`config.mk`:
```
export PLATFORM = sky130hd
export DESIGN_NAME = ohcirh_regs
export DESIGN_NICKNAME = d
export VERILOG_FILES = /design/src/rtl/ohcirh_pkg.sv /design/src/rtl/ohcirh_ls_commit.sv /design/src/rtl/ohcirh_regs.sv
export SDC_FILE = /design/constraint.sdc
export NUM_CORES = 1
export LEC_CHECK = 0
export BUFFER_PORTS_ARGS = -buffer_cell sky130_fd_sc_hd__buf_2
export CORE_ASPECT_RATIO = 1.75
export CORE_UTILIZATION = 45
export CTS_BUF_LIST = sky130_fd_sc_hd__clkbuf_8 sky130_fd_sc_hd__clkbuf_16
export DETAILED_ROUTE_END_ITERATION = 12
export GPL_ROUTABILITY_DRIVEN = 1
export PLACE_DENSITY = 0.74
export RECOVER_POWER = 50
export SLEW_MARGIN = 40
export SYNTH_ARGS = -nofsm -noshare
export SYNTH_HDL_FRONTEND = slang
export SYNTH_SLANG_ARGS = --single-unit
```
`constraint.sdc`:
```
create_clock -name i_mclk -period 2.3 [get_ports i_mclk]
set_input_delay 0.115 -clock i_mclk [delete_from_list [all_inputs] [get_ports i_mclk]]
set_output_delay 0.115 -clock i_mclk [all_outputs]
set_load 0.02 [all_outputs]
```
`src/rtl/ohcirh_pkg.sv`:
```
// Constants for the low-speed threshold and first root hub descriptor registers.
// Assumes a 100 MHz controller clock and the controller's own register port.
package ohcirh_pkg;
    // Register offsets in the function's memory window
    localparam logic [7:0] OFS_LS_THRESHOLD = 8'h44;
    localparam logic [7:0] OFS_RH_DESC_FIRST = 8'h48;

    // Field positions
    localparam int THR_MSB = 11;
    localparam int PGD_LSB = 24;
    localparam int PGD_MSB = 31;
    localparam int NO_OC_BIT = 12;
    localparam int OC_MODE_BIT = 11;
    localparam int DEV_TYPE_BIT = 10;
    localparam int ALWAYS_PWR_BIT = 9;
    localparam int SW_MODE_BIT = 8;
    localparam int PORT_CNT_MSB = 7;

    // Reset values, fixed device type and strapped port counts
    localparam logic [11:0] THR_RESET = 12'h628;
    localparam logic [7:0] PGD_RESET = 8'hff;
    localparam logic NO_OC_RESET = 1'b0;
    localparam logic ALWAYS_PWR_RESET = 1'b0;
    localparam logic SW_MODE_RESET = 1'b1;
    localparam logic DEV_TYPE_VALUE = 1'b0;
    localparam logic [7:0] PORT_CNT_ONE = 8'h01;
    localparam logic [7:0] PORT_CNT_TWO = 8'h02;

    // Timing: one power-good unit in cycles
    localparam int CLK_HZ = 100_000_000;
    localparam int PGD_UNIT_MS = 2;
    localparam int PGD_UNIT_CYCLES = (CLK_HZ / 1000) * PGD_UNIT_MS;

    // Power-good timer states
    typedef enum logic [1:0] {PG_IDLE, PG_WAIT, PG_GOOD} ohcirh_pg_state_t;
endpackage

```
`src/rtl/ohcirh_ls_commit.sv`:
```
// Low-speed commit check: compares frame time left against the threshold.
// Assumes frame_remaining_count is synchronous to i_mclk.
`timescale 1ns/100ps
module ohcirh_ls_commit #(
    parameter int FR_W = 14,
    parameter int THR_W = 12
) (
    input wire logic i_mclk,
    input wire logic i_rst_b,
    input wire logic i_req,
    input wire logic [FR_W-1:0] i_frame_remaining_count,
    input wire logic [THR_W-1:0] i_ls_threshold_value,
    output logic o_grant,
    output logic o_refuse
);
    // Refuse a threshold that the frame counter cannot hold
    if (THR_W > FR_W || THR_W < 1) begin : g_bad_width
        $error("threshold wider than frame counter");
    end

    wire logic fits = i_frame_remaining_count >= FR_W'(i_ls_threshold_value);

    always_ff @(posedge i_mclk or negedge i_rst_b) begin
        if (!i_rst_b) begin
            o_grant <= 1'b0;
            o_refuse <= 1'b0;
        end else begin
            o_grant <= i_req & fits;
            o_refuse <= i_req & ~fits;
        end
    end
endmodule

```
`src/rtl/ohcirh_regs.sv`:
```
// Low-speed threshold and first root hub descriptor registers, with a
// power-good timer and the low-speed commit check. Assumes a one-cycle
// read/write strobe port from the controller's memory window logic, and a
// port-count strap that is stable from reset onward.
// Operation
// - Start low-speed transaction only when frame time left is at least threshold.
// - Threshold decides whether an eight-byte low-speed packet still fits.
// - Power-good delay byte in bits 31:24, resets all ones, unit 2 ms.
// - Bit 12 set means no overcurrent protection; resets clear.
// - Bit 11 selects collective (0) or per-port (1) overcurrent reporting.
// - Overcurrent mode resets to the same mode as power switching.
// - Device type bit 10 is read-only zero; never a compound device.
// - Port count reads 2 when strapped for two ports, else 1.
// - Bit 9 means always powered; else bit 8 picks ganged or per-port.
`timescale 1ns/100ps
module ohcirh_regs #(
    parameter int FR_W = 14,
    parameter int PGD_UNIT = ohcirh_pkg::PGD_UNIT_CYCLES
) (
    input wire logic i_mclk,
    input wire logic i_rst_b,
    input wire logic i_two_port_cfg,
    input wire logic i_reg_wr,
    input wire logic i_reg_rd,
    input wire logic [7:0] i_reg_addr,
    input wire logic [31:0] i_reg_wdata,
    output logic [31:0] o_reg_rdata,
    output logic o_reg_ack,
    input wire logic i_ls_req,
    input wire logic [FR_W-1:0] i_frame_remaining_count,
    output logic o_ls_grant,
    output logic o_ls_refuse,
    input wire logic i_port_power_on,
    input wire logic i_port_power_off,
    output logic o_power_good,
    output logic [7:0] o_power_good_delay,
    output logic o_no_overcurrent_protection,
    output logic o_overcurrent_report_mode,
    output logic o_ports_always_powered,
    output logic o_power_switch_mode,
    output logic [7:0] o_downstream_port_count
);
    // Refuse a zero time unit or a frame counter narrower than the threshold
    if (PGD_UNIT < 1 || FR_W < 12) begin : g_bad_param
        $error("power-good unit or frame counter width out of range");
    end

    localparam int UW = $clog2(PGD_UNIT + 1);

    logic [11:0] ls_threshold_value;
    logic strap_done;
    logic desc_written;
    logic [UW-1:0] unit_cnt;
    logic [7:0] units_left;
    ohcirh_pkg::ohcirh_pg_state_t state;
    ohcirh_pkg::ohcirh_pg_state_t next_state;

    // Address decode
    wire logic sel_thr = i_reg_addr == ohcirh_pkg::OFS_LS_THRESHOLD;
    wire logic sel_desc = i_reg_addr == ohcirh_pkg::OFS_RH_DESC_FIRST;
    wire logic wr_thr = i_reg_wr & sel_thr;
    wire logic wr_desc = i_reg_wr & sel_desc;

    // Read images; reserved bits read zero
    wire logic [31:0] img_thr = {20'h00000, ls_threshold_value};
    wire logic [31:0] img_desc = {o_power_good_delay, 11'h000,
        o_no_overcurrent_protection, o_overcurrent_report_mode,
        ohcirh_pkg::DEV_TYPE_VALUE, o_ports_always_powered, o_power_switch_mode,
        o_downstream_port_count};
    wire logic [31:0] next_rdata = !i_reg_rd ? 32'h00000000 :
        sel_thr ? img_thr : sel_desc ? img_desc : 32'h00000000;

    // Register port answer, one cycle after the strobe
    always_ff @(posedge i_mclk or negedge i_rst_b) begin
        if (!i_rst_b) begin
            o_reg_rdata <= 32'h00000000;
            o_reg_ack <= 1'b0;
        end else begin
            o_reg_rdata <= next_rdata;
            o_reg_ack <= i_reg_wr | i_reg_rd;
        end
    end

    // threshold register; reserved upper bits are not stored
    always_ff @(posedge i_mclk or negedge i_rst_b) begin
        if (!i_rst_b) begin
            ls_threshold_value <= ohcirh_pkg::THR_RESET;
        end else if (wr_thr) begin
            ls_threshold_value <= i_reg_wdata[ohcirh_pkg::THR_MSB:0];
        end
    end

    // overcurrent mode resets with the switching mode
    always_ff @(posedge i_mclk or negedge i_rst_b) begin
        if (!i_rst_b) begin
            o_power_good_delay <= ohcirh_pkg::PGD_RESET;
            o_no_overcurrent_protection <= ohcirh_pkg::NO_OC_RESET;
            o_overcurrent_report_mode <= ohcirh_pkg::SW_MODE_RESET;
            o_ports_always_powered <= ohcirh_pkg::ALWAYS_PWR_RESET;
            o_power_switch_mode <= ohcirh_pkg::SW_MODE_RESET;
            desc_written <= 1'b0;
        end else if (wr_desc) begin
            o_power_good_delay <= i_reg_wdata[ohcirh_pkg::PGD_MSB:ohcirh_pkg::PGD_LSB];
            o_no_overcurrent_protection <= i_reg_wdata[ohcirh_pkg::NO_OC_BIT];
            o_overcurrent_report_mode <= i_reg_wdata[ohcirh_pkg::OC_MODE_BIT];
            o_ports_always_powered <= i_reg_wdata[ohcirh_pkg::ALWAYS_PWR_BIT];
            o_power_switch_mode <= i_reg_wdata[ohcirh_pkg::SW_MODE_BIT];
            desc_written <= 1'b1;
        end
    end

    // strap caught on the first edge after release, not by the reset
    always_ff @(posedge i_mclk or negedge i_rst_b) begin
        if (!i_rst_b) begin
            o_downstream_port_count <= 8'h00;
            strap_done <= 1'b0;
        end else if (!strap_done) begin
            o_downstream_port_count <= i_two_port_cfg ? ohcirh_pkg::PORT_CNT_TWO
                                                      : ohcirh_pkg::PORT_CNT_ONE;
            strap_done <= 1'b1;
        end
    end

    // power-good timer: delay units of 2 ms after a port is powered
    wire logic unit_end = unit_cnt == UW'(0);
    wire logic last_unit = unit_end && units_left == 8'h01;
    always_comb begin
        next_state = state;
        unique case (state)
            ohcirh_pkg::PG_IDLE: begin
                if (i_port_power_on) begin
                    next_state = (o_power_good_delay == 8'h00) ? ohcirh_pkg::PG_GOOD
                                                               : ohcirh_pkg::PG_WAIT;
                end
            end
            ohcirh_pkg::PG_WAIT: begin
                if (last_unit) begin
                    next_state = ohcirh_pkg::PG_GOOD;
                end
            end
            ohcirh_pkg::PG_GOOD: begin
                next_state = ohcirh_pkg::PG_GOOD;
            end
        endcase
        if (i_port_power_off) begin
            next_state = ohcirh_pkg::PG_IDLE;
        end
    end

    // Timer counters; delay is latched at power-on so a later write cannot cut it
    always_ff @(posedge i_mclk or negedge i_rst_b) begin
        if (!i_rst_b) begin
            state <= ohcirh_pkg::PG_IDLE;
            unit_cnt <= UW'(0);
            units_left <= 8'h00;
            o_power_good <= 1'b0;
        end else begin
            state <= next_state;
            o_power_good <= next_state == ohcirh_pkg::PG_GOOD;
            if (state == ohcirh_pkg::PG_IDLE && i_port_power_on) begin
                unit_cnt <= UW'(PGD_UNIT - 1);
                units_left <= o_power_good_delay;
            end else if (state == ohcirh_pkg::PG_WAIT) begin
                unit_cnt <= unit_end ? UW'(PGD_UNIT - 1) : unit_cnt - UW'(1);
                if (unit_end) begin
                    units_left <= units_left - 8'h01;
                end
            end
        end
    end

    ohcirh_ls_commit #(
        .FR_W(FR_W),
        .THR_W(12)
    ) u_ls_commit (
        .i_mclk(i_mclk),
        .i_rst_b(i_rst_b),
        .i_req(i_ls_req),
        .i_frame_remaining_count(i_frame_remaining_count),
        .i_ls_threshold_value(ls_threshold_value),
        .o_grant(o_ls_grant),
        .o_refuse(o_ls_refuse)
    );
endmodule

```
=== Word-level counts from Yosys, hierarchy flattened ===
Cells that the tools add are included.

* Logic and storage cells: 54
* Bits in registers: 97
* Bits of input ports: 62

* Bitwise gates (word level): 6
* Equal/unequal tests: 6
* Mux-type cells: 15
* Order comparisons: 1
* $add $sub $neg: 2
* Reductions and logical operators: 8

{| class="wikitable"
|+ Operator list
! cell !! count
|-
| 2-to-1 mux 32 bit || 3
|-
| 2-to-1 mux 18 bit || 3
|-
| 2-to-1 mux 8 bit || 3
|-
| zero test 18 bit || 1
|-
| subtractor 18 x 1 -> 18 bit (second input constant) || 1
|-
| equality test 8 x 7 -> 1 bit (second input constant) || 2
|-
| greater-or-equal comparator 14 x 12 -> 1 bit || 1
|-
| 2-to-1 mux 2 bit || 5
|-
| equality test 8 x 1 -> 1 bit (second input constant) || 1
|-
| zero test 8 bit || 1
|-
| subtractor 8 x 1 -> 8 bit (second input constant) || 1
|-
| case mux 2 bit (3 select lines) || 1
|-
| AND 1 bit || 4
|-
| equality test 2 bit (second input constant) || 2
|-
| nonzero test 2 bit || 2
|-
| equality test 2 x 1 -> 1 bit (second input constant) || 1
|-
| logical AND 1 bit || 2
|-
| zero test 2 bit || 1
|-
| AND reduction 2 bit || 1
|-
| NOT 1 bit || 1
|-
| OR 1 bit || 1
|}

=== Logic depth before layout (Yosys ltp) ===
Gate-level depths: netlist of the first run.

* Depth after elaboration: 6
* Mapped depth: 7
* Mapped depth without buffers: 7

=== Modules after synthesis ===
From an unflattened synthesis of the first run, not the netlist that was laid out.

* Cell total of the unflattened synthesis: 383
* Area, all modules: 4083.9 um2

{| class="wikitable"
|+ By module, submodules not included
! module !! cells each !! sequential area each (um2) !! times used !! area each (um2)
|-
| ohcirh_regs || 336 || 1969.4 || 1 || 3704.8
|-
| ohcirh_ls_commit || 47 || 50.0 || 1 || 379.1
|}

=== Worst setup path after synthesis of the first run ===
Ideal clock, no wire load.

* Kind: reg-to-reg
* Start point: register unit_cnt[9]
* End point: register unit_cnt[15]
* Clock period less this slack: 2.308 ns
* Buffers on the path: 1
* Slack: -0.008 ns
* Data arrival time: 2.230 ns
* Stages on the path, launching flop included: 6
* Path through: dfrtp_1 -> or4_1 -> buf_2 -> or4_4 -> or4_1 -> a21oi_1

* Longest elaborated chain between the ends: 4

{| class="wikitable"
|+ Ends and longest elaborated chain
! item !! RTL line !! source
|-
| start: declaration || ohcirh_regs.sv:53 || <nowiki>logic [UW-1:0] unit_cnt;</nowiki>
|-
| start signal: assignment || ohcirh_regs.sv:161 || <nowiki>unit_cnt <= UW'(PGD_UNIT - 1);</nowiki>
|-
| start signal: assignment || ohcirh_regs.sv:164 || <nowiki>unit_cnt <= unit_end ? UW'(PGD_UNIT - 1) : unit_cnt - UW'(1);</nowiki>
|-
| subtractor 18 x 1 -> 18 bit or zero test 18 bit (tied branches) || ohcirh_regs.sv:164, ohcirh_regs.sv:125 ||
|-
| 2-to-1 mux 18 bit (*) || ohcirh_regs.sv:164 ||
|-
| 2-to-1 mux 18 bit (*) || ohcirh_regs.sv:163 || <nowiki>end else if (state == ohcirh_pkg::PG_WAIT) begin</nowiki>
|-
| 2-to-1 mux 18 bit (*) || ohcirh_regs.sv:160 || <nowiki>if (state == ohcirh_pkg::PG_IDLE && i_port_power_on) begin</nowiki>
|}

Mark *: on every way between the ends. The rest lies on a longest branch, timed or not. The select of a mux whose other input is x is not followed.
A chain may end at the register's enable or synchronous reset.

=== Worst setup path in the final report of the first run ===
* Start point: register unit_cnt[7]
* End point: register units_left[4]

* Longest elaborated chain between the ends: 3

{| class="wikitable"
|+ Ends and longest elaborated chain
! item !! RTL line !! source
|-
| zero test 18 bit || ohcirh_regs.sv:125 || <nowiki>wire logic unit_end = unit_cnt == UW'(0);</nowiki>
|-
| nonzero test 2 bit (no line) || n/a ||
|-
| AND reduction 2 bit (no line) || n/a ||
|-
| end signal: assignment || ohcirh_regs.sv:162 || <nowiki>units_left <= o_power_good_delay;</nowiki>
|-
| end signal: assignment || ohcirh_regs.sv:166 || <nowiki>units_left <= units_left - 8'h01;</nowiki>
|-
| end: declaration || ohcirh_regs.sv:54 || <nowiki>logic [7:0] units_left;</nowiki>
|}

Every way passes these cells.

==> results of run 1 <==
metrics by stage:
| stage | util, % | setup slack [ps] |
|---|---|---|
| 6_report | 58.42 | 60.49 |
| 5_1_grt | 58.42 | 24.66 |
| 4_1_cts | 58.66 | 39.25 |
| 3_5_place_dp | 54.13 | 47.17 |
| 3_3_place_gp | 54.13 | 129.4 |
| 2_1_floorplan | - | 66.80 |
cell families after synthesis:
family | count (synthesis) | share of synthesized area, %
and+or+nand+nor | 116 | 16.64
DFF | 80 | 51.34
AOI/OAI and AO/OA | 50 | 8.207
buffers and inverters | 46 | 6.362
muxes | 26 | 7.443
adders and majority gates | 19 | 6.043
xor gates and xnor gates | 17 | 3.785
other | 2 | 0.1909
layout by cell type, fill, tap and decap left out, types with 5 or more instances in the layout:
cell type      instances
xnor2_1               12
dfrtp_1               66
nand2_1               22
inv_1                 19
dfstp_2               14
nor3_1                 8
mux2_2                26
clkbuf_16              9
conb_1                18
nand3_1                7
xor2_1                 5
a21oi_1               13
nor2_1                23
buf_4                 13
a22o_1                 6
o21ai_0               14
and2_1                18
buf_2                 58
nand4_1                6
dlygate4sd3_1          5
ha_1                  19
clkbuf_1              31
timing repair:
action                     4_1_cts  5_1_grt
hold endpoints to repair        47        1
setup endpoints to repair        0        3
gates resized for setup          0        5
hold buffers                     4        1
worst min path at each step:
stage | from | end | slack [ps] | cells after the start
detailed placement | i_rst_b | unit_cnt[0]$_DFFE_PN0P_ | 170 | 1
global placement | i_rst_b | unit_cnt[0]$_DFFE_PN0P_ | 170 | 1
CTS | i_ls_req | u_ls_commit.o_grant$_DFF_PN0_ | 0.5 | 3
floorplan | i_rst_b | ls_threshold_value[0]$_DFFE_PN0P_ | -180 | 0
finish | i_ls_req | u_ls_commit.o_grant$_DFF_PN0_ | 5 | 3
global route | i_reg_wdata[5] | ls_threshold_value[5]$_DFFE_PN1P_ | 1 | 2
worst max-delay path: cells and delay by family, from the launching register on:
family / cells / cell delay (ps)
compound gates: 1 / 90
xor+xnor: 1 / 160
flops: 1 / 400
simple gates: 3 / 1460
cells in the mapped netlist, types with 2 or more instances:
cell      number
buf_2          2
nor2b_1        2
dfrtp_1       66
a22o_1         6
conb_1         2
a21oi_1       13
o21ai_0       14
mux2_2        26
nor4_1         3
buf_1          2
clkbuf_1       3
a21o_1         4
nand3_1        7
or2_2          3
nand4_1        6
and2_1        18
or4b_1         2
or4_1          4
inv_1         19
nand4b_1       3
and3_1         3
xnor2_1       12
or3_1          3
dfstp_2       14
nor2_1        23
buf_4         19
xor2_1         5
nor3_1         8
nor3b_1        2
nand2_1       22
a31oi_1        3
ha_1          19
state kept, by name (all words and copies together) (netlist names), 2 cells and up:
register,cells
o_reg_rdata,21
unit_cnt,18
ls_threshold_value,12
o_power_good_delay,8
units_left,8
o_downstream_port_count,2
state,2
per-layer routing:
| layer | up-vias | GRT usage [%] | part of all wire (%) |
|---|---|---|---|
| met5 | - | 0 | 0 |
| met4 | 0 | 8.189 | 2.0 |
| met3 | 15 | 6.720 | 6.7 |
| met2 | 105 | 36.34 | 55 |
| met1 | 1428 | 22.40 | 36 |
| li1 | 1428 | - | - |
power breakdown:
group	switching (mW)	internal, mW	total [mW]	leakage, nW
Sequential	0.0582	1.49	1.54	0.985
Clock	0.572	1.02	1.59	0.167
Combinational	0.276	0.170	0.446	1.09
area by class of cell:
cell class | instances | area [um2] | area share [%]
sequential | 80 | 2019 | 41.31
clock inverter | 5 | 86.33 | 1.766
timing repair buffer | 108 | 559.3 | 11.44
clock buffer | 11 | 252.7 | 5.170
multi-input combinational | 246 | 1755 | 35.91
inverter | 19 | 71.32 | 1.459
tap | 115 | 143.9 | 2.943
==> flow_metrics.env, run 1 <==
export IMPL_outcome="finished clean"
export IMPL_cts_htree_levels=3
export IMPL_reg2reg_to="units_left[4]$_DFFE_PN0P_"
export IMPL_drtIter0Drc=73
export IMPL_startpoint_type="flip-flop"
export IMPL_cts_made_buffers=9
export IMPL_post_route_min_period_ps=2240
export IMPL_maxSlewViolCount=0
export IMPL_crit_path_end="units_left[4]$_DFFE_PN0P_"
export IMPL_post_route_period_util_pct=97.37
export IMPL_die_w_um=72.68
export IMPL_irDropWorstVdd_mv=0.5322
export IMPL_dp_hpwl_mm=6.330
export IMPL_io_buffers=89
export IMPL_final_cells=584
export IMPL_clk_latency_ps=340
export IMPL_holdCritPathClass="in2reg"
export IMPL_grt_pass1_vias=3123
export IMPL_reg2regPathDepth=5
export IMPL_route_detailed_drc=0
export IMPL_vias_per_cell=5.096
export IMPL_power_total_mw=3.582
export IMPL_place_congestion=0.8367
export IMPL_critPathSlowestCell="or4_4"
export IMPL_finClkSkew_ps=6.311
export IMPL_antenna_left=0
export IMPL_num_rows=44
export IMPL_numClockSinks=80
export IMPL_synth_area_leader_cell="dfrtp_1"
export IMPL_power_density_nw_per_um2=732.8
export IMPL_syn_avg_cell_area_um2=11.05
export IMPL_synth_area_um2=3934
export IMPL_worstPathCellList="or4_4, or4_4, nor4_4, xnor2_1, a21oi_1"
export IMPL_ys_seq_area_share_pct=51.34
export IMPL_syn_inst=356
export IMPL_drive_above_1_share_pct=29.85
export IMPL_hold_violations=0
export IMPL_synth_main_ff_cell="dfrtp_1"
export IMPL_dp_cells=563
export IMPL_cts_root_buffer="clkbuf_16"
export IMPL_crit_required_ps=2500
export IMPL_overflow=0
export IMPL_ys_types=50
export IMPL_cts_max_path_buffers=2
export IMPL_track_usage_pct=20.66
export IMPL_cap_viol_max_count=0
export IMPL_synthArstFlopShare_pct=100.0
export IMPL_die_area_um2=9134
export IMPL_n_fill_cell=744
export IMPL_wl_mm=8.659
export IMPL_relSlewSlack_pct=22.68
export IMPL_start_util_pct=47.01
export IMPL_finalSetupViolCount=0
export IMPL_grt_max_degree=49
export IMPL_dr_pass1_iters=4
export IMPL_antennaDiodeCount=0
export IMPL_rsz0062_at_grt="no"
export IMPL_cts_tree="done"
export IMPL_path_clk_slew_ps=60
export IMPL_startpoint="unit_cnt[7]$_DFFE_PN0P_"
export IMPL_nets=545
export IMPL_ios=118
export IMPL_vias=2976
export IMPL_fin_area_um2=4888
export IMPL_cp_data_arrival_time_ps=2440
export IMPL_endpoint_kind="flip-flop"
export IMPL_antenna_found_initial=0
export IMPL_synthTopCellsByArea="dfrtp_1 (42%), dfstp_2 (9.4%), mux2_2 (7.4%), ha_1 (6.0%), buf_4 (3.6%)"
export IMPL_ys_ff_latch=80
export IMPL_post_cts_setup_buffers=0
export IMPL_wl_per_cell_um=14.83
export IMPL_cp_max_fo=6
export IMPL_grt_pass1_wl_mm=14.37
export IMPL_die_h_um=125.7
export IMPL_p_leak_nw=2.240
export IMPL_worst_pin_slew_ps=1160
export IMPL_design_core_area_um2=8368
export IMPL_r2r_start="unit_cnt[7]$_DFFE_PN0P_"
export IMPL_whs_ps=5.093
export IMPL_synth_edf_count=0
export IMPL_area_growth_pct=24.27
export IMPL_ff2ff_setup_slack_ps=60
export IMPL_yosysWarnings=0
export IMPL_crit_top_cell="or4_4"
export IMPL_setup_tns_ps=0
export IMPL_place_area_um2=4529
export IMPL_clock_fmax_mhz=446.5
export IMPL_cpPeakStageDelay_ps=600
export IMPL_crit_type="reg2reg"
export IMPL_synthDominantCellAreaShare_pct=41.98
(Power assumes the default switching activity.)
==> run 2, diff against run 1 <==
--- a/config.mk
+++ b/config.mk
@@ -6,9 +6,10 @@
 export NUM_CORES = 1
 export LEC_CHECK = 0
 export BUFFER_PORTS_ARGS = -buffer_cell sky130_fd_sc_hd__buf_2
+export CAP_MARGIN = 25
 export CORE_ASPECT_RATIO = 1.75
 export CORE_UTILIZATION = 45
-export CTS_BUF_LIST = sky130_fd_sc_hd__clkbuf_8 sky130_fd_sc_hd__clkbuf_16
+export CTS_BUF_LIST = sky130_fd_sc_hd__clkbuf_4
 export DETAILED_ROUTE_END_ITERATION = 12
 export GPL_ROUTABILITY_DRIVEN = 1
 export PLACE_DENSITY = 0.74
==> flow_metrics.env, run 2 (same netlist as run 1, synthesis figures left out) <==
export IMPL_wl_mm=9.153
export IMPL_crit_type="reg2reg"
export IMPL_largest_register="o_reg_rdata"
export IMPL_setup_tns_ps=0
export IMPL_crit_family="simple AND/OR/NAND/NOR gates"
export IMPL_dp_cells=563
export IMPL_post_route_min_period_ps=2218
export IMPL_start_util_pct=47.01
export IMPL_antenna_left=0
export IMPL_die_w_um=72.68
export IMPL_finClkSkew_ps=16.06
export IMPL_antennaDiodeCount=0
export IMPL_track_usage_pct=21.63
export IMPL_io_buffers=89
export IMPL_dp_hpwl_mm=6.330
export IMPL_endpoint_kind="flip-flop"
export IMPL_critPathSlowestCell="or4_4"
export IMPL_rsz0062_at_grt="no"
export IMPL_grt_max_degree=49
export IMPL_cts_max_path_buffers=2
export IMPL_clk_latency_ps=440
export IMPL_antenna_found_initial=0
export IMPL_hold_violations=0
export IMPL_cap_viol_max_count=0
export IMPL_worst_pin_slew_ps=1160
export IMPL_hold_start="i_frame_remaining_count[13]"
export IMPL_r2r_start="unit_cnt[4]$_DFFE_PN0P_"
export IMPL_drive_above_1_share_pct=30.75
export IMPL_cp_data_arrival_time_ps=2550
export IMPL_final_cells=606
export IMPL_worstPathCellList="or4_1, or4_4, nor4_4, xnor2_1, a21oi_1"
export IMPL_largest_reg_flops=21
export IMPL_grt_pass1_vias=3283
export IMPL_finalSetupViolCount=0
export IMPL_dr_pass1_iters=4
export IMPL_fin_area_um2=4945
export IMPL_startpoint_type="flip-flop"
export IMPL_die_area_um2=9134
export IMPL_vias=3106
export IMPL_outcome="finished clean"
export IMPL_crit_required_ps=2630
export IMPL_cp_max_fo=6
export IMPL_post_cts_setup_buffers=0
export IMPL_num_rows=44
export IMPL_power_density_nw_per_um2=601.9
export IMPL_p_leak_nw=2.302
export IMPL_overflow=0
export IMPL_path_buf_inv=0
export IMPL_holdCritPathClass="in2reg"
export IMPL_area_growth_pct=25.70
export IMPL_die_h_um=125.7
export IMPL_cts_tree="done"
export IMPL_post_route_util_pct=59.09
export IMPL_nets=567
export IMPL_maxSlewViolCount=0
export IMPL_clock_fmax_mhz=450.8
export IMPL_grt_pass1_wl_mm=15.10
export IMPL_relSlewSlack_pct=22.67
export IMPL_ios=118
export IMPL_wl_per_cell_um=15.10
export IMPL_top_regs="o_reg_rdata (21), unit_cnt (18), ls_threshold_value (12)"
export IMPL_startpoint="unit_cnt[4]$_DFFE_PN0P_"
export IMPL_cts_htree_levels=3
export IMPL_cts_root_buffer="clkbuf_4"
export IMPL_place_congestion=0.8367
export IMPL_drtIter0Drc=91
export IMPL_route_detailed_drc=0
export IMPL_cts_made_buffers=9
export IMPL_path_clk_slew_ps=140
export IMPL_final_common_cell="buf_2"
export IMPL_post_route_period_util_pct=96.45
export IMPL_place_area_um2=4529
export IMPL_design_core_area_um2=8368
export IMPL_cpPeakStageDelay_ps=610
export IMPL_irDropWorstVdd_mv=0.4625
export IMPL_most_common_layout_cells="buf_2 (71), dfrtp_1 (66), dlygate4sd3_1 (27)"
export IMPL_numClockSinks=80
export IMPL_vias_per_cell=5.125
[run 2: final timing paths]
path | slack, ps | cells after the start | end
setup / recovery | 80 | 5 | units_left[4]$_DFFE_PN0P_
hold / removal | 80 | 4 | u_ls_commit.o_grant$_DFF_PN0_
setup reg to reg | 80 | 5 | units_left[4]$_DFFE_PN0P_
hold reg to reg | 510 | 1 | unit_cnt[0]$_DFFE_PN0P_
max in group asynchronous | 490 | 3 | o_ports_always_powered$_DFFE_PN0P_
min in group asynchronous | 430 | 2 | o_reg_rdata[26]$_DFF_PN0_
[run 2: worst reg2reg max path, delay by kind of cell (launching register included)]
family	cells	cell delay, ps
compound gates	1	90
xor+xnor	1	160
flops	1	410
simple gates	3	1460
[run 2: routing by layer]
metal | GRT usage, % | routed length, um
met4 | 10.84 | 256
met1 | 23.20 | 3420
met3 | 5.280 | 505
met5 | 0 | 0
met2 | 38.43 | 4972
[run 2: power by group]
part           switching, mW  internal (mW)
combinational          0.286          0.198
clock                  0.506          0.443
sequential            0.0587           1.48
total                  0.850           2.13
[run 2: timing repair]
item,in CTS,in global routing
hold buffers,27,0
gates resized for setup,0,4
setup endpoints to repair,0,4
endpoints found under the hold margin,75,0
[run 2: final cells by class]
class	count	area, um2
clock buffers	9	67.56
clock inverters	7	93.84
fillers	712	3423
inverters	19	71.32
multi-input cells	246	1752
flip-flops and latches	80	2019
well taps	115	143.9
repair buffers	130	797.0
[run 2: metrics by stage]
stage	total power, mW	hold slack, ps	worst slack, ps
after floorplan	1.853	-180.6	66.80
after global placement	1.983	166.9	129.4
after detailed placement	2.007	174.7	47.17
after CTS	2.991	42.66	44.79
after global routing	3.105	96.04	21.94
final	2.976	75.79	81.57
==> run 3, diff against run 2 <==
--- a/config.mk
+++ b/config.mk
@@ -14,6 +14,7 @@
 export GPL_ROUTABILITY_DRIVEN = 1
 export PLACE_DENSITY = 0.74
 export RECOVER_POWER = 50
+export SETUP_SLACK_MARGIN = 0.15
 export SLEW_MARGIN = 40
 export SYNTH_ARGS = -nofsm -noshare
 export SYNTH_HDL_FRONTEND = slang
==> flow_metrics.env, run 3 (same netlist as run 1, synthesis figures left out) <==
export IMPL_outcome="finished clean"
export IMPL_startpoint_type="flip-flop"
export IMPL_ios=118
export IMPL_ff_latch_area_um2=2019
export IMPL_cp_max_fo=6
export IMPL_largest_register="o_reg_rdata"
export IMPL_vias_per_cell=5.194
export IMPL_n_fill_cell=714
export IMPL_area_growth_pct=27.83
export IMPL_cap_viol_max_count=0
export IMPL_route_detailed_drc=0
export IMPL_path_clk_slew_ps=130
export IMPL_cts_root_buffer="clkbuf_4"
export IMPL_cts_made_buffers=9
export IMPL_wl_per_cell_um=15.42
export IMPL_die_area_um2=9134
export IMPL_power_frac_seq_pct=53.5
export IMPL_antenna_left=0
export IMPL_antennaDiodeCount=0
export IMPL_pwr_share_clk_pct=29.6
export IMPL_irDropWorstVdd_mv=0.4572
export IMPL_p_sw_mw=0.8609
export IMPL_worstPathCellList="or4_4, or4_4, or4_1, a21oi_1"
export IMPL_wl_mm=9.469
export IMPL_io_buffers=89
export IMPL_worst_pin_slew_ps=1315
export IMPL_post_route_period_util_pct=95.47
export IMPL_clk_latency_ps=450
export IMPL_crit_type="reg2reg"
export IMPL_die_h_um=125.7
export IMPL_cts_tree="done"
export IMPL_endpoint_kind="flip-flop"
export IMPL_swShare_pct=29.91
export IMPL_drtIter0Drc=243
export IMPL_start_util_pct=47.01
export IMPL_combinationalPowerShare_pct=16.8
export IMPL_antenna_found_initial=0
export IMPL_crit_top_cell="or4_4"
export IMPL_cts_htree_levels=3
export IMPL_largest_reg_flops=21
export IMPL_cts_max_path_buffers=2
export IMPL_num_rows=44
export IMPL_grt_pass1_vias=3310
export IMPL_post_route_min_period_ps=2196
export IMPL_track_usage_pct=22.44
export IMPL_vias=3189
export IMPL_cpPeakStageDelay_ps=610
export IMPL_design_core_area_um2=8368
export IMPL_most_common_layout_cells="buf_2 (71), dfrtp_1 (66), dlygate4sd3_1 (27)"
export IMPL_die_w_um=72.68
export IMPL_dr_pass1_iters=6
export IMPL_setup_tns_ps=0
export IMPL_drive_above_1_share_pct=33.07
export IMPL_finClkSkew_ps=11.45
export IMPL_rsz0062_at_grt="yes"
export IMPL_maxSlewViolCount=0
export IMPL_relSlewSlack_pct=12.36
export IMPL_place_congestion=0.7896
export IMPL_cp_data_arrival_time_ps=2580
export IMPL_top_regs="o_reg_rdata (21), unit_cnt (18), ls_threshold_value (12)"
export IMPL_post_route_util_pct=60.09
export IMPL_clock_fmax_mhz=455.4
export IMPL_crit_required_ps=2680
export IMPL_holdCritPathClass="in2reg"
export IMPL_grt_pass1_wl_mm=15.64
export IMPL_multi_input_area_um2=1793
export IMPL_finalSetupViolCount=0
export IMPL_numClockSinks=80
export IMPL_dp_hpwl_mm=6.232
export IMPL_nets=575
export IMPL_internal_power_mw=2.017
export IMPL_final_common_cell="buf_2"
export IMPL_power_density_nw_per_um2=572.4
export IMPL_p_leak_nw=2.359
export IMPL_hold_violations=0
export IMPL_grt_max_degree=54
export IMPL_place_area_um2=4538
export IMPL_critPathSlowestCell="or4_4"
export IMPL_overflow=0
export IMPL_fin_area_um2=5029
-- run 3: cell types whose count changed in the layout (fill, tap and decap cells not counted), moves of 2 or more --
| cell | change |
|---|---|
| buf_4 | +7 |
| nor3_1 | -3 |
| inv_6 | -2 |
| clkinv_4 | +2 |
| nor3_4 | +2 |
-- run 3: metrics by stage --
step | cells | worst slack (ps) | hold slack (ps) | power (mW)
after floorplan | 372 | 88.61 | -180.6 | 1.856
after global placement | 563 | 132.2 | 198.0 | 1.990
after detailed placement | 563 | 79.59 | 210.4 | 2.012
after CTS | 610 | 126.3 | 36.84 | 2.897
after global routing | 614 | 18.92 | 77.17 | 3.019
final | 614 | 104.3 | 56.99 | 2.878
-- run 3: power by group through the flow --
stage,Sequential [mW],Clock [mW],Combinational [mW]
after global placement,1.56,0,0.427
after floorplan,1.58,0,0.279
final,1.54,0.853,0.485
after detailed placement,1.57,0,0.446
after CTS,1.54,0.873,0.484
after global routing,1.55,0.926,0.541
-- run 3: final timing paths --
path	depth (start not counted)	endpoint	start	slack, ps
setup reg to reg	4	unit_cnt[15]$_DFFE_PN0P_	unit_cnt[8]$_DFFE_PN0P_	100
setup / recovery	4	unit_cnt[15]$_DFFE_PN0P_	unit_cnt[8]$_DFFE_PN0P_	100
hold reg to reg	1	o_downstream_port_count[0]$_DFFE_PN0N_	strap_done$_DFF_PN0_	490
min in group asynchronous	2	unit_cnt[5]$_DFFE_PN0P_	i_rst_b	490
max in group asynchronous	3	ls_threshold_value[8]$_DFFE_PN0P_	i_rst_b	470
hold / removal	4	o_power_good$_DFF_PN0_	i_port_power_on	60
-- run 3: routing by layer --
metal  routed length [um]  GRT usage (%)  vias up
li1                     -              -     1485
met1                 3560          25.15     1556
met2                 5082          39.20      122
met3                  568          6.000       26
met4                  258          9.573        0
met5                    0              0        -
-- run 3: worst max-delay path, delay by kind of cell (launching register included) --
| family | cells | cell delay, ps |
|---|---|---|
| AND/OR/NAND/NOR | 3 | 1590 |
| AO/OA/AOI/OAI | 1 | 130 |
| flip-flops | 1 | 410 |
-- run 3: cell type report --
cell class / count / share of cell area (%)
Sequential cell: 80 / 40.16
Multi-Input combinational cell: 246 / 35.66
Timing Repair Buffer: 138 / 17.12
Tap cell: 115 / 2.861
Clock inverter: 7 / 1.443
Inverter: 19 / 1.418
Clock buffer: 9 / 1.344
-- run 3: what timing repair did --
item | CTS | global route
hold buffers | 27 | 0
setup buffers | 4 | 4
hold endpoints to repair | 77 | 0
pin swaps | 3 | 7
gates resized for setup | 5 | 8
setup endpoints to repair | 11 | 21
